--- config.mk ---
export PLATFORM = sky130hd
export DESIGN_NAME = pattern_frame_cfg
export DESIGN_NICKNAME = d
export VERILOG_FILES = /design/src/pattern_cfg_pkg.sv /design/src/pattern_source.sv /design/src/pattern_frame_cfg.sv
export SDC_FILE = /design/constraint.sdc
export NUM_CORES = 1
export LEC_CHECK = 0
export ABC_AREA = 1
export BUFFER_PORTS_ARGS = -buffer_cell sky130_fd_sc_hd__buf_2
export CORE_UTILIZATION = 49
export CTS_CLUSTER_SIZE = 8
export DETAILED_ROUTE_END_ITERATION = 6
export PLACE_DENSITY = 0.71
export SYNTH_ARGS = -nofsm -noshare
export SYNTH_HDL_FRONTEND = slang
export SYNTH_SLANG_ARGS = --single-unit
export TNS_END_PERCENT = 30
--- constraint.sdc ---
create_clock -name pclk -period 3.6 [get_ports pclk]
set_input_delay 0.36 -clock pclk [delete_from_list [all_inputs] [get_ports pclk]]
set_output_delay 0.36 -clock pclk [all_outputs]
set_load 0.02 [all_outputs]
--- src/pattern_cfg_pkg.sv ---
/*
 Package for the test-pattern / framing-clock configuration bank:
 register indices, field positions, reset values, codes and carriers.
 Assumes nothing of its surroundings.
*/
package pattern_cfg_pkg;

  // printed offsets are not all multiples of four: they are indices
  localparam logic [7:0] idx_pattern_value_low            = 8'h14;
  localparam logic [7:0] idx_pattern_value_mid            = 8'h15;
  localparam logic [7:0] idx_pattern_select_and_value_top = 8'h16;
  localparam logic [7:0] idx_data_clock_input_enable      = 8'h18;
  localparam logic [7:0] idx_framing_clock_control        = 8'h19;
  localparam logic [7:0] idx_output_resolution_mapper     = 8'h1B;
  localparam logic [7:0] idx_companion_clock_enable       = 8'h1F;

  localparam logic [7:0] reg_reset = 8'h00;

  localparam int sel_lsb          = 2;
  localparam int top_value_lsb    = 0;
  localparam int data_clock_input_bit       = 4;
  localparam int companion_bit    = 6;
  localparam int framing_clock_origin_bit  = 7;
  localparam int framing_clock_halve_bit   = 4;
  localparam int framing_clock_pin_bit     = 1;
  localparam int mapper_on_bit    = 7;
  localparam int twenty_bit_bit   = 6;
  localparam int res_lsb          = 3;

  localparam int native_width = 18;

  typedef enum logic [2:0] {
    pat_normal   = 3'b000,
    pat_ramp     = 3'b010,
    pat_constant = 3'b011
  } pattern_mode_e;

  typedef enum logic [2:0] {
    res_18 = 3'b000,
    res_16 = 3'b001,
    res_14 = 3'b010
  } resolution_e;

  typedef struct packed {
    logic [17:0] pattern_value;
    logic [2:0]  pattern_select_chan_one;
    logic        data_clock_input_buffer_on;
    logic        framing_clock_origin;
    logic        framing_clock_halve;
    logic        framing_clock_pin_on;
    logic        mapper_on;
    logic        twenty_bit_output_on;
    logic [2:0]  remap_resolution_select;
  } cfg_s;

endpackage : pattern_cfg_pkg

--- src/pattern_source.sv ---
/*
 Test-pattern source: replaces converter samples by a constant or a ramp
 word at native resolution, ahead of the output bit mapper.
 Assumes sample_valid marks one output sample per pulse.
*/
`timescale 1ns/1ps
module pattern_source #(
  parameter int width = 18
) (
  input  wire logic             pclk,
  input  wire logic             presetn,
  input  wire logic             ce,
  input  wire logic [2:0]       mode,
  input  wire logic [width-1:0] value,
  input  wire logic             sample_valid,
  input  wire logic [width-1:0] sample_in,
  output logic      [width-1:0] word_out,
  output logic                  word_valid
);
  import pattern_cfg_pkg::*;

  logic [width-1:0] ramp;
  logic [width-1:0] next_ramp;

  always_comb begin
    next_ramp = ramp;
    if (mode == pat_ramp) begin
      next_ramp = ramp + value;
    end else begin
      next_ramp = '0;
    end
  end

  always_ff @(posedge pclk or negedge presetn) begin
    if (!presetn) begin
      ramp <= '0;
    end else if (ce && (sample_valid || mode != pat_ramp)) begin
      ramp <= next_ramp;
    end
  end

  always_ff @(posedge pclk or negedge presetn) begin
    if (!presetn) begin
      word_out   <= '0;
      word_valid <= 1'b0;
    end else if (ce) begin
      word_valid <= sample_valid;
      if (sample_valid) begin
        unique case (mode)
          pat_ramp:     word_out <= ramp;
          pat_constant: word_out <= value;
          default:      word_out <= sample_in;
        endcase
      end
    end
  end

endmodule : pattern_source

--- src/pattern_frame_cfg.sv ---
/*
 Configuration bank for the test-pattern generator and framing-clock
 control, reached over APB; drives the pattern source and exposes the
 framing-clock, buffer and mapper settings to the output path.
 Assumes a 32-bit APB master on pclk and 18-bit samples from the core.
*/
// The APB interface to the registers was decided locally.
`timescale 1ns/1ps
module pattern_frame_cfg #(
  parameter int width = 18
) (
  input  wire logic               pclk,
  input  wire logic               presetn,
  input  wire logic               ce,
  input  wire logic               psel,
  input  wire logic               penable,
  input  wire logic               pwrite,
  input  wire logic [11:0]        paddr,
  input  wire logic [31:0]        pwdata,
  output logic                    pready,
  output logic      [31:0]        prdata,
  output logic                    pslverr,
  input  wire logic               sample_valid,
  input  wire logic [width-1:0]   sample_in,
  output logic      [width-1:0]   mapper_in,
  output logic                    mapper_in_valid,
  output pattern_cfg_pkg::cfg_s   cfg,
  output logic                    data_clock_input_buffer_on,
  output logic                    framing_clock_from_ddc,
  output logic                    framing_clock_on_data_pin
);
  import pattern_cfg_pkg::*;

  logic [7:0] r14;
  logic [7:0] r15;
  logic [7:0] r16;
  logic [7:0] r18;
  logic [7:0] r19;
  logic [7:0] r1b;
  logic [7:0] r1f;

  logic       hit;
  logic [7:0] index;
  logic [7:0] rd_byte;
  logic       wr_go;

  // index is byte address over four; low bits must be zero
  assign index = paddr[9:2];
  // write lands at the edge where the master samples pready high
  assign wr_go = psel && penable && pwrite && ce && pready;

  always_comb begin
    hit     = 1'b1;
    rd_byte = 8'h00;
    unique case (index)
      idx_pattern_value_low:            rd_byte = r14;
      idx_pattern_value_mid:            rd_byte = r15;
      idx_pattern_select_and_value_top: rd_byte = r16;
      idx_data_clock_input_enable:      rd_byte = r18;
      idx_framing_clock_control:        rd_byte = r19;
      idx_output_resolution_mapper:     rd_byte = r1b;
      idx_companion_clock_enable:       rd_byte = r1f;
      default:                          hit = 1'b0;
    endcase
    if (paddr[1:0] != 2'b00 || paddr[11:10] != 2'b00) begin
      hit = 1'b0;
    end
  end

  // one wait state: pready is low in the first access cycle and high in the second
  always_ff @(posedge pclk or negedge presetn) begin
    if (!presetn) begin
      pready  <= 1'b0;
      prdata  <= 32'h0000_0000;
      pslverr <= 1'b0;
    end else if (ce) begin
      pready  <= psel && penable && !pready;
      pslverr <= psel && penable && !pready && !hit;
      if (psel && penable && !pready && !pwrite) begin
        prdata <= {24'h00_0000, rd_byte};
      end
    end
  end

  // registers keep written value whole; must-write-0 bits are stored as is
  always_ff @(posedge pclk or negedge presetn) begin
    if (!presetn) begin
      r14 <= reg_reset;
      r15 <= reg_reset;
      r16 <= reg_reset;
      r18 <= reg_reset;
      r19 <= reg_reset;
      r1b <= reg_reset;
      r1f <= reg_reset;
    end else if (wr_go && hit) begin
      unique case (index)
        idx_pattern_value_low:            r14 <= pwdata[7:0];
        idx_pattern_value_mid:            r15 <= pwdata[7:0];
        idx_pattern_select_and_value_top: r16 <= pwdata[7:0];
        idx_data_clock_input_enable:      r18 <= pwdata[7:0];
        idx_framing_clock_control:        r19 <= pwdata[7:0];
        idx_output_resolution_mapper:     r1b <= pwdata[7:0];
        idx_companion_clock_enable:       r1f <= pwdata[7:0];
        default:                          r14 <= r14;
      endcase
    end
  end

  logic [17:0] value;
  logic [2:0]  mode;
  assign value = {r16[top_value_lsb+:2], r15, r14};
  assign mode  = r16[sel_lsb+:3];

  always_ff @(posedge pclk or negedge presetn) begin
    if (!presetn) begin
      cfg                        <= '0;
      data_clock_input_buffer_on <= 1'b0;
      framing_clock_from_ddc     <= 1'b0;
      framing_clock_on_data_pin  <= 1'b0;
    end else if (ce) begin
      cfg.pattern_value              <= value;
      cfg.pattern_select_chan_one    <= mode;
      cfg.data_clock_input_buffer_on <= r18[data_clock_input_bit];
      cfg.framing_clock_origin       <= r19[framing_clock_origin_bit];
      cfg.framing_clock_halve        <= r19[framing_clock_halve_bit];
      cfg.framing_clock_pin_on       <= r19[framing_clock_pin_bit];
      cfg.mapper_on                  <= r1b[mapper_on_bit];
      cfg.twenty_bit_output_on       <= r1b[twenty_bit_bit];
      cfg.remap_resolution_select    <= r1b[res_lsb+:3];
      data_clock_input_buffer_on <=
        r18[data_clock_input_bit] && r1f[companion_bit];
      framing_clock_from_ddc    <= r19[framing_clock_origin_bit];
      framing_clock_on_data_pin <= r19[framing_clock_pin_bit];
    end
  end

  // pattern inserted before the mapper, independent of output format
  pattern_source #(
    .width (width)
  ) u_source (
    .pclk         (pclk),
    .presetn      (presetn),
    .ce           (ce),
    .mode         (mode),
    .value        (value[17-:width]),
    .sample_valid (sample_valid),
    .sample_in    (sample_in),
    .word_out     (mapper_in),
    .word_valid   (mapper_in_valid)
  );

endmodule : pattern_frame_cfg

[Word level (Yosys, flattened, before mapping)]
Index checks and enable logic that the tools add are counted.
Word-level totals
  output and inout bits: 86
  register bits after elaboration: 134
  input bits: 69
  word-level logic and storage cells: 66
Operators by class
  add/sub/neg operators: 1
  reduce and logical (&&, ||, !) cells: 27
  mux-type cells: 5
  equal/unequal tests: 10
Operators with widths (count)
  8-bit by 5-bit equality test with 1-bit output, second input constant: 7
  8-bit case mux with 7 select lines: 1
  18-bit case mux with 2 select lines: 1
  18-bit adder: 1
  18-bit two-way mux: 1
  2-bit AND reduction: 9
  1-bit logical AND: 10
  7-bit OR reduction: 1
  3-bit by 2-bit equality test with 1-bit output, second input constant: 2
  2-bit nonzero test: 2
  1-bit logical NOT: 3
  3-bit by 2-bit != test with 1-bit output, second input constant: 1
  1-bit logical OR: 2
  1-bit two-way mux: 2

[Depth between registers and ports, before layout]
Gate-level depths: netlist of the first run.
  depth after elaboration: 6
  mapped depth: 12
  mapped depth without buffers: 12

[Cells and area by module]
A second synthesis of the first run with hierarchy kept.
Second synthesis, totals
  cell total of the unflattened synthesis: 958
  area total of the unflattened synthesis: 7214.4 um2
By module, submodules not included
  pattern_frame_cfg: sequential area each 2427.3 um2, times used 1, area each 4515.6 um2, cells an instance 578
  pattern_source: sequential area each 925.9 um2, times used 1, area each 2698.8 um2, cells an instance 380

[Worst setup path after synthesis of the first run]
No wires, ideal clock.
  path kind: flip-flop to flip-flop
  from: reg r14[0]
  to: reg u_source.ramp[12]
  arrival: 1.770 ns
  required time: 3.483 ns
  slack: 1.712 ns
  period minus slack after synthesis: 1.888 ns
  library setup time: 0.117 ns
  stages on the path, launching flop included: 12
  path buffers: 0
  cells stage by stage: dfrtp_1 > ha_1 > inv_1 > fa_1 > o21ai_0 > nand2_1 > nand2_1 > nand2_1 > nand2_1 > nand2_1 > nand3_1 > nand2_1
On the way
  word-level cells in the longest chain between the ends: 2
Ends and longest elaborated chain
  start, declared: RTL line pattern_frame_cfg.sv:34  | logic [7:0] r14;
  start signal, assigned: RTL line pattern_frame_cfg.sv:88  | r14 <= reg_reset;
  start signal, assigned: RTL line pattern_frame_cfg.sv:97  | idx_pattern_value_low: r14 <= pwdata[7:0];
  start signal, assigned: RTL line pattern_frame_cfg.sv:104  | default: r14 <= r14;
  18-bit adder: RTL line pattern_source.sv:28  | next_ramp = ramp + value;
  18-bit two-way mux: RTL line pattern_source.sv:27  | if (mode == pat_ramp) begin
  end signal, assigned: RTL line pattern_source.sv:38  | ramp <= next_ramp;
  end, declared: RTL line pattern_source.sv:22  | logic [width-1:0] ramp;
No other way between the ends.
A chain may end at the register's enable or synchronous reset.

[Worst setup path after layout of the first run]
  from: reg r14[0]
  to: reg u_source.ramp[16]
The elaborated chain is that of the path after synthesis.

==> results of run 1 <==
cell type report:
type / count / area (sq um) / area share [%]
Sequential cell: 134 / 3353 / 39.60
Multi-Input combinational cell: 724 / 3387 / 40.00
Timing Repair Buffer: 122 / 656.9 / 7.757
Clock inverter: 11 / 122.6 / 1.448
Tap cell: 184 / 230.2 / 2.719
Inverter: 66 / 247.7 / 2.926
Clock buffer: 21 / 470.5 / 5.556
worst max-delay path, stage by stage, from the launching register on:
cell	delay, ns
dfrtp_1	0.42
ha_1	0.26
inv_1	0.08
fa_1	0.45
o21ai_0	0.40
nand2_1	0.09
nand2_1	0.16
nand2_1	0.10
nand2_1	0.07
nand2_1	0.05
nand3_1	0.08
nand2_1	0.05
cell usage in the layout, fill, tap and decap left out, types with 2 or more instances in the layout:
cell type / count
clkinv_2: 4
a31oi_1: 17
o21ai_1: 7
clkinv_1: 3
ha_1: 17
buf_4: 16
xnor2_1: 2
o21ai_0: 58
nor2_1: 67
clkbuf_16: 17
nor3_1: 3
buf_2: 105
nor2_2: 6
nand2_1: 367
inv_2: 3
nand4_1: 58
nand3b_1: 7
clkbuf_8: 3
a21oi_1: 36
inv_1: 60
dfrtp_1: 134
bufinv_16: 2
nand3_2: 3
conb_1: 24
inv_6: 2
nand3_1: 39
clkinv_4: 2
xor2_1: 2
nor2_4: 2
o22ai_1: 3
worst min path at each step:
| stage | startpoint | to | slack, ns | cells after the start |
|---|---|---|---|---|
| final | presetn | cfg[11] | 0.006 | 1 |
| after global routing | presetn | u_source.word_out[0] | 0.08 | 1 |
| after CTS | presetn | cfg[11] | 0.05 | 1 |
| after detailed placement | cfg[22] | cfg[22] | 0.45 | 2 |
| after global placement | cfg[25] | cfg[25] | 0.45 | 2 |
| after floorplan | presetn | cfg[0] | 0.06 | 0 |
routing by layer:
metal  vias to the layer above  routed length (um)
li1                       3325                   -
met1                      3068                9833
met2                       242                8423
met3                        18                1314
met4                         0                 241
met5                         -                   0
registers in the layout, indices dropped and copies added (netlist names):
name                        cells
r1b                             8
cfg                            28
r15                             8
u_source.word_valid             1
data_clock_input_buffer_on      1
r16                             8
pslverr                         1
pready                          1
prdata                          8
r19                             8
u_source.word_out              18
r14                             8
framing_clock_from_ddc          1
r18                             8
u_source.ramp                  18
r1f                             8
framing_clock_on_data_pin       1
kinds of logic (layout without fill, tap and decap cells):
family / count (synthesis) / in the layout / synth area share, %
compound gates: 123 / 123 / 8.888
xor+xnor: 4 / 4 / 0.4805
fa+ha+maj: 18 / 18 / 3.191
buf+inv: 130 / 220 / 8.751
flops: 134 / 134 / 45.98
other cells: 1 / 24 / 0.05143
simple gates: 555 / 555 / 32.65
stage by stage:
| stage | power (mW) | worst slack (ns) |
|---|---|---|
| after floorplan | 1.724 | 1.712 |
| after global placement | 1.819 | 1.280 |
| after detailed placement | 1.822 | 1.277 |
| after CTS | 3.548 | 1.257 |
| after global routing | 3.636 | 1.075 |
| final | 3.528 | 1.275 |
report_power, final:
group	switching [mW]	internal [mW]
combinational	0.175	0.0668
clock	0.660	1.08
sequential	0.0156	1.54
total	0.850	2.68
==> run_results.csv, run 1 <==
group,metric,value,unit
run_status,status,"complete, no violations",
global_routing,use_met1,41.54,%
floorplan,core.rowCount,44,
synth,yosysMostFrequentCell,"nand2_1",
route,drt_iter0_markers,611,
power_and_ir_drop,power.density,416.6,nW/um^2
sta,timing.setup.tns,0,ns
power_and_ir_drop,peakVddDrop,0.3623,mV
cts,cts-buffers-inserted,17,
cts,clk_pin_slew,0.06,ns
route,vias,6653,
sta,fin_hold_ws,0.005970,ns
sta,hold_viol,0,
finish,final_nets,1152,
synth,synth.top_cells.by_area,"dfrtp_1 46%, nand2_1 19%, nand4_1 5.0%",
synth,synth_edf_count,0,
route,drc_errors,0,
worst_setup_path,r2r_slack,1.28,ns
worst_setup_path,worstPathArrival,2.64,ns
cts,cts_resized,0,
synth,netlist.area_leader.share,45.98,%
flow_run,drv_cap,0,
power_and_ir_drop,p_leak,4.622,nW
cts,hold_buffers,0,
global_routing,grt_max_degree,91,
cts,h-tree-depth,4,
global_routing,grt.overflow.total,0,
route,dr.pass1.iters,5,
synth,synth_cell_type_count,33,
sta,maxSlewViolCount,0,
worst_setup_path,reg2reg_to,"u_source.ramp[16]",
sta,clock_skew,0.007159,ns
placed_design,dp.cells,1230,
placed_design,port_buffers,106,
worst_setup_path,worstPathMaxFanout,4,
route,routed_wl,19810,um
cts,worstSkewPairLatency,0.42,ns
sta,timing.fmax,430.2,MHz
worst_setup_path,end_kind,"register",
global_routing,grt.busiest_layer,"met1",
sta,setup-violations-final,0,
floorplan,coreArea,14530,sq um
worst_hold_path,hold_class,"in2async",
sta,tightestPinTransition,0.8464,ns
cts,cts_tree,"built",
sta,fin_crit_sh,64.57,%
route,post_drt_via_cell_ratio,5.272,
synth,synth_commonest_cells,"367 x nand2_1, 134 x dfrtp_1, 67 x nor2_1, 60 x inv_1",
worst_setup_path,required,3.91,ns
worst_setup_path,setup.worst_path.end,"u_source.ramp[16]",
finish,drive_above_1_share,15.68,%
sta,finalCriticalPeriod,2.325,ns
global_routing,grtUsageTotal,27.43,%
placed_design,gp_congestion,0.9094,
global_routing,first_global_vias,5935,
synth,synth_top_area_cell,"dfrtp_1",
synth,postSynthCellCount,965,
worst_setup_path,worstSetupStartpointType,"register",
synth,ys_seq_elements,134,
floorplan,start_util,50.17,%
synth,syn-cell-area,7292,sq um
floorplan,die_h,124.0,um
cts,cts_num_sinks,134,
finish,fin_area,8468,sq um
route,drtAntennaViolNets,0,
finish,nFillCells,1351,
synth,syn_area_per_cell,7.556,sq um
synth,synth_flop_cell,"dfrtp_1",
worst_setup_path,crit_type,"reg2reg",
global_routing,grt_first_pass_wirelength,31440,um
placed_design,placed_area,7875,sq um
cts,postCtsSetupBuffers,0,
global_routing,antenna_found_initial,0,
route,avgRoutedWirePerCell,15.70,um
sta,max_slew_margin,43.57,%
finish,area_growth_syn_to_layout,16.13,%
finish,final_cells,1262,
finish,diodes,0,
floorplan,dieArea,15370,sq um
synth,ys_warn_count,0,
cts,cts-root-buf,"clkbuf_16",
global_routing,met2_usage,39.58,%
sta,rsz0062_at_grt,"no",
synth,async_flop_share,100.0,%
placed_design,dp_hpwl,14000,um
worst_setup_path,reg2reg_depth,11,
finish,utilization,58.26,%
worst_setup_path,r2r-start,"r14[0]",
worst_setup_path,critPathLaunch,"r14[0]",
cts,cts_buffer_depth,2,
floorplan,die_w,124.0,um
global_routing,grt_util_met3,4.579,%
floorplan,io_pins,155,
synth,ys_seq_area_share,45.98,%
Note: power is estimated with default switching activity, not from simulation.
==> run 2: changes to the inputs <==
Settings changed: ABC_AREA 1 to 0.
Clock period 3.6 ns to 2.2 ns, I/O delays scaled along.
==> run_results.csv, run 2 <==
group,metric,value,unit
synth,syn-cell-area,6862,sq um
floorplan,core.rowCount,42,
sta,clock_skew,0.007046,ns
global_routing,grt.overflow.total,0,
route,avgRoutedWirePerCell,19.18,um
worst_hold_path,hold_class,"in2reg",
power_and_ir_drop,swShare,23.67,%
power_and_ir_drop,p_int,4.466,mW
global_routing,grt_max_degree,53,
floorplan,die_w,120.3,um
synth,syn_area_per_cell,11.10,sq um
synth,postSynthCellCount,618,
floorplan,start_util,51.00,%
placed_design,dp_hpwl,13750,um
cts,cts_num_sinks,134,
synth,synth.top_cells.by_area,"dfrtp_1 49%, mux2_2 14%, mux2i_1 5.5%",
finish,final_common_cell,"dfrtp_1",
global_routing,grtUsageTotal,27.06,%
cts,cts_buffer_depth,2,
route,drc_errors,0,
floorplan,coreArea,13450,sq um
power_and_ir_drop,p_leak,4.417,nW
sta,hold_viol,0,
synth,ys_seq_elements,134,
synth,synth_flop_cell,"dfrtp_1",
placed_design,placed_area,7961,sq um
placed_design,port_buffers,106,
worst_setup_path,crit_type,"reg2reg",
global_routing,antenna_found_initial,0,
global_routing,first_global_vias,5450,
synth,yosysMostFrequentCell,"dfrtp_1",
finish,utilization,65.40,%
cts,cts_tree,"built",
cts,worstSkewPairLatency,0.43,ns
synth,synth_edf_count,0,
sta,setup-violations-final,0,
power_and_ir_drop,power_frac_clock,49.8,%
synth,netlist.area_leader.share,48.87,%
route,vias,5618,
finish,area_growth_syn_to_layout,28.23,%
finish,layout_common_cells,"133 x dfrtp_1, 105 x buf_2, 84 x mux2_2",
finish,fin_area,8798,sq um
finish,top_regs,"cfg: 28 flops, u_source.ramp: 18 flops, u_source.word_out: 18 flops",
sta,max_slew_margin,58.56,%
placed_design,gp_congestion,0.9366,
floorplan,die_h,120.3,um
worst_setup_path,worstPathMaxFanout,4,
finish,nFillCells,1056,
route,dr.pass1.iters,5,
worst_setup_path,worstSetupStartpointType,"register",
sta,timing.fmax,460.0,MHz
worst_setup_path,end_kind,"register",
cts,h-tree-depth,4,
synth,synth_top_area_cell,"dfrtp_1",
cts,clk_pin_slew,0.06,ns
route,routed_wl,18700,um
floorplan,dieArea,14480,sq um
worst_setup_path,required,2.51,ns
finish,largest_register_ffs,28,
synth,synth_commonest_cells,"134 x dfrtp_1, 85 x mux2_2, 53 x nand2_1, 44 x o21ai_0, 38 x mux2i_1",
sta,rsz0062_at_grt,"yes",
flow_run,drv_cap,0,
finish,diodes,0,
route,drt_iter0_markers,490,
finish,drive_above_1_share,41.05,%
power_and_ir_drop,peakVddDrop,0.5463,mV
power_and_ir_drop,fin_total_pwr,5.851,mW
global_routing,grt_first_pass_wirelength,29530,um
route,post_drt_via_cell_ratio,5.762,
synth,synth_cell_type_count,59,
power_and_ir_drop,p_switching,1.385,mW
sta,tightestPinTransition,0.6216,ns
synth,async_flop_share,100.0,%
floorplan,io_pins,155,
sta,timing.setup.tns,0,ns
cts,cts-buffers-inserted,17,
route,drtAntennaViolNets,0,
power_and_ir_drop,seq_power_share,43.4,%
finish,final_nets,874,
worst_setup_path,worstPathArrival,2.48,ns
power_and_ir_drop,power.density,665.0,nW/um^2
power_and_ir_drop,power.share.combinational,6.9,%
synth,ys_seq_area_share,48.87,%
sta,finalCriticalPeriod,2.174,ns
cts,cts-root-buf,"clkbuf_16",
run_status,status,"complete, no violations",
finish,largest-register,"cfg",
sta,maxSlewViolCount,0,
synth,ys_warn_count,0,
sta,fin_crit_sh,98.82,%
-- run 2: final timing paths --
check / from / end / slack [ns] / depth (start not counted)
min in group asynchronous: presetn / u_source.ramp[8] / 0.34 / 2
hold reg to reg: prdata[6] / prdata[6] / 0.48 / 2
setup reg to reg: u_source.ramp[6] / u_source.ramp[15] / 0.03 / 8
max in group asynchronous: presetn / u_source.word_out[13] / 1.09 / 3
hold / removal: sample_in[8] / u_source.word_out[8] / 0.08 / 3
setup / recovery: u_source.ramp[6] / u_source.ramp[15] / 0.03 / 8
-- run 2: kinds of logic (layout without fill, tap and decap cells) --
kind of cell / Yosys count / after routing / synth area share [%]
and+or+nand+nor: 131 / 131 / 9.227
buffers and inverters: 64 / 222 / 4.978
muxes: 124 / 124 / 19.66
DFF: 134 / 134 / 48.87
other: 1 / 24 / 0.05465
xor gates and xnor gates: 11 / 11 / 1.404
adders and majority gates: 18 / 18 / 3.392
AOI/OAI and AO/OA: 135 / 135 / 12.42
-- run 2: what timing repair did --
| item | in CTS | in global routing |
|---|---|---|
| pin swaps | 0 | 9 |
| hold buffers | 1 | 0 |
| resized for setup | 8 | 24 |
| buffers inserted | 0 | 8 |
| setup endpoints to repair | 8 | 10 |
| endpoints found under the hold margin | 44 | 0 |
-- run 2: final cells by class --
class	instances	area, sq um	share of cell area (%)
clock buffers	19	452.9	5.148
clock inverters	12	152.6	1.735
repair buffers	180	1141	12.97
well taps	176	220.2	2.503
flip-flops and latches	134	3354	38.13
inverters	11	41.29	0.4693
multi-input cells	443	3436	39.05
-- run 2: metrics by stage --
stage / setup slack [ns] / hold slack, ns / instances
after global placement: -0.2162 / 0.2584 / 935
final: 0.02592 / 0.07697 / 975
after detailed placement: -0.2933 / 0.2693 / 935
after global routing: -0.05444 / 0.1048 / 975
after CTS: -0.01290 / 0.06567 / 967
after floorplan: -0.01708 / -0.07559 / 641
-- run 2: metal layers --
layer,up-vias,routed length (um),global-route usage [%]
met1,2812,8285,37.94
met4,0,532,11.50
li1,2540,-,-
met3,42,1287,5.660
met5,-,0,0
met2,224,8595,40.73
-- run 2: power groups by stage --
stage          clock, mW  sequential, mW  combinational, mW
2_1_floorplan          0            2.64              0.172
3_5_place_dp           0            2.58              0.403
3_3_place_gp           0            2.58              0.396
6_report            2.91            2.54              0.402
5_1_grt             3.06            2.54              0.442
4_1_cts             2.96            2.54              0.406
-- run 2: critical path, cell delays in order, from the launching register on --
cell	delay, ns
dfrtp_1	0.43
ha_4	0.31
o211a_1	0.17
o21ai_1	0.10
buf_4	0.16
or4_4	0.42
o221ai_2	0.20
xnor2_1	0.17
o21ai_1	0.08
==> run 3: changes to the inputs <==
Settings changed: BUFFER_PORTS_ARGS -buffer_cell sky130_fd_sc_hd__buf_2 to -buffer_cell sky130_fd_sc_hd__buf_4.
==> run_results.csv, run 3 (synthesis gave the netlist of run 2 again) <==
group,metric,value,unit
sta,clock_skew,0.006756,ns
cts,h-tree-depth,4,
power_and_ir_drop,swShare,23.59,%
global_routing,first_global_vias,5392,
sta,timing.fmax,436.3,MHz
finish,largest-register,"cfg",
sta,rsz0062_at_grt,"yes",
finish,diodes,0,
worst_hold_path,hold_depth,3,
cts,clk_pin_slew,0.06,ns
worst_setup_path,end_kind,"register",
route,drtAntennaViolNets,0,
placed_design,port_buffers,106,
run_status,status,"finished with violations",
cts,cts_num_sinks,134,
power_and_ir_drop,p_switching,1.384,mW
worst_setup_path,reg2reg_depth,7,
worst_setup_path,crit_type,"reg2reg",
floorplan,io_pins,155,
global_routing,grt_first_pass_wirelength,29400,um
route,vias,5522,
finish,nFillCells,1053,
placed_design,dp.cells,934,
floorplan,start_util,51.00,%
power_and_ir_drop,power.density,652.4,nW/um^2
finish,final_common_cell,"buf_4",
floorplan,core.rowCount,42,
finish,layout_common_cells,"170 x buf_4, 134 x dfrtp_1, 84 x mux2_2",
power_and_ir_drop,p_int,4.482,mW
cts,worstSkewPairLatency,0.42,ns
finish,drive_above_1_share,39.87,%
cts,cts-buffers-inserted,17,
floorplan,die_w,120.3,um
route,avgRoutedWirePerCell,19.53,um
sta,fin_hold_ws,0.08863,ns
finish,final_cells,971,
global_routing,grt.overflow.total,0,
finish,final_nets,869,
worst_setup_path,worstSetupStartpointType,"register",
floorplan,dieArea,14480,sq um
worst_setup_path,worstPathArrival,2.59,ns
route,drc_errors,0,
power_and_ir_drop,power_frac_clock,49.0,%
sta,hold_viol,0,
sta,setup-violations-final,3,
power_and_ir_drop,seq_power_share,43.3,%
route,post_drt_via_cell_ratio,5.687,
route,drt_iter0_markers,416,
sta,timing.setup.tns,-0.1840,ns
global_routing,grt_max_degree,46,
global_routing,grtUsageTotal,27.04,%
placed_design,gp_congestion,0.9372,
floorplan,coreArea,13450,sq um
power_and_ir_drop,fin_total_pwr,5.866,mW
route,routed_wl,18970,um
sta,finalCriticalPeriod,2.292,ns
power_and_ir_drop,power.share.combinational,7.7,%
cts,cts_buffer_depth,2,
global_routing,antenna_found_initial,0,
sta,fin_crit_sh,104.2,%
finish,top_regs,"cfg: 28 flops, u_source.ramp: 18 flops, u_source.word_out: 18 flops",
power_and_ir_drop,p_leak,4.446,nW
placed_design,post-place-ws,-0.2954,ns
cts,cts-root-buf,"clkbuf_16",
sta,tightestPinTransition,0.6018,ns
worst_hold_path,hold_class,"in2reg",
finish,largest_register_ffs,28,
route,dr.pass1.iters,5,
run_status,violations,"setup timing",
sta,max_slew_margin,59.88,%
cts,cts_tree,"built",
floorplan,die_h,120.3,um
worst_setup_path,worstPathMaxFanout,4,
finish,area_growth_syn_to_layout,31.04,%
flow_run,drv_cap,0,
power_and_ir_drop,peakVddDrop,0.5030,mV
sta,setup_ws,-0.09205,ns
worst_setup_path,required,2.50,ns
sta,maxSlewViolCount,0,
placed_design,dp_hpwl,13710,um
==> run 3: cell count changes in the layout (fill, tap and decap cells not counted), sizes merged <==
cell / before / now
clkbuf: 19 / 23
buf: 179 / 174
clkinvlp: 4 / 1
bufinv: 3 / 2
inv: 12 / 13
==> run 3: through the flow <==
stage	util (%)	instance area (sq um)
3_3_place_gp	61.08	8217
5_1_grt	66.83	8991
6_report	66.83	8991
2_1_floorplan	-	6974
3_5_place_dp	61.08	8217
4_1_cts	65.81	8853
==> run 3: critical path, cell delays in order, from the launching register on <==
cell and delay [ns]:
dfrtp_1 0.40, ha_1 0.35, a21oi_1 0.32, o21ai_0 0.22, o41ai_2 0.39, o41ai_2 0.18, xnor2_1 0.20, o21ai_0 0.10
==> run 3: timing repair <==
item	in CTS	in global routing
pin swaps	0	7
endpoints found under the setup margin	7	9
setup buffers	0	4
endpoints found under the hold margin	41	0
hold buffers	1	0
resized for setup	6	18
==> run 3: worst paths after layout <==
path | slack, ns | end | startpoint
worst max-delay path | -0.09 | u_source.ramp[13] | r15[0]
worst min-delay path | 0.09 | u_source.word_out[17] | sample_in[17]
worst max register to register | -0.09 | u_source.ramp[13] | r15[0]
worst min register to register | 0.48 | prdata[7] | prdata[7]
max in group asynchronous | 1.12 | r1b[3] | presetn
min in group asynchronous | 0.34 | u_source.ramp[10] | presetn
==> run 3: cell type report <==
type	instances	area [sq um]	area share [%]
Sequential cell	134	3353	37.29
Multi-Input combinational cell	443	3406	37.88
Tap cell	176	220.2	2.449
Inverter	11	41.29	0.4592
Timing Repair Buffer	175	1366	15.20
Clock buffer	23	488.0	5.427
Clock inverter	9	116.4	1.294
==> run 3: metal layers <==
metal  wire (um)  vias to the layer above  global-route usage, %
met5           0                        -                      0
met4         469                        0                  10.11
met3        1213                       38                  6.038
met2        8882                      229                  41.16
met1        8401                     2731                  37.80
li1            -                     2524                      -
==> run 3: power by group through the flow <==
stage               combinational (mW)  sequential, mW  clock, mW
floorplan                        0.172            2.64          0
global placement                 0.441            2.58          0
detailed placement               0.451            2.58          0
CTS                              0.454            2.54       2.91
global route                     0.488            2.54       3.03
finish                           0.451            2.54       2.88
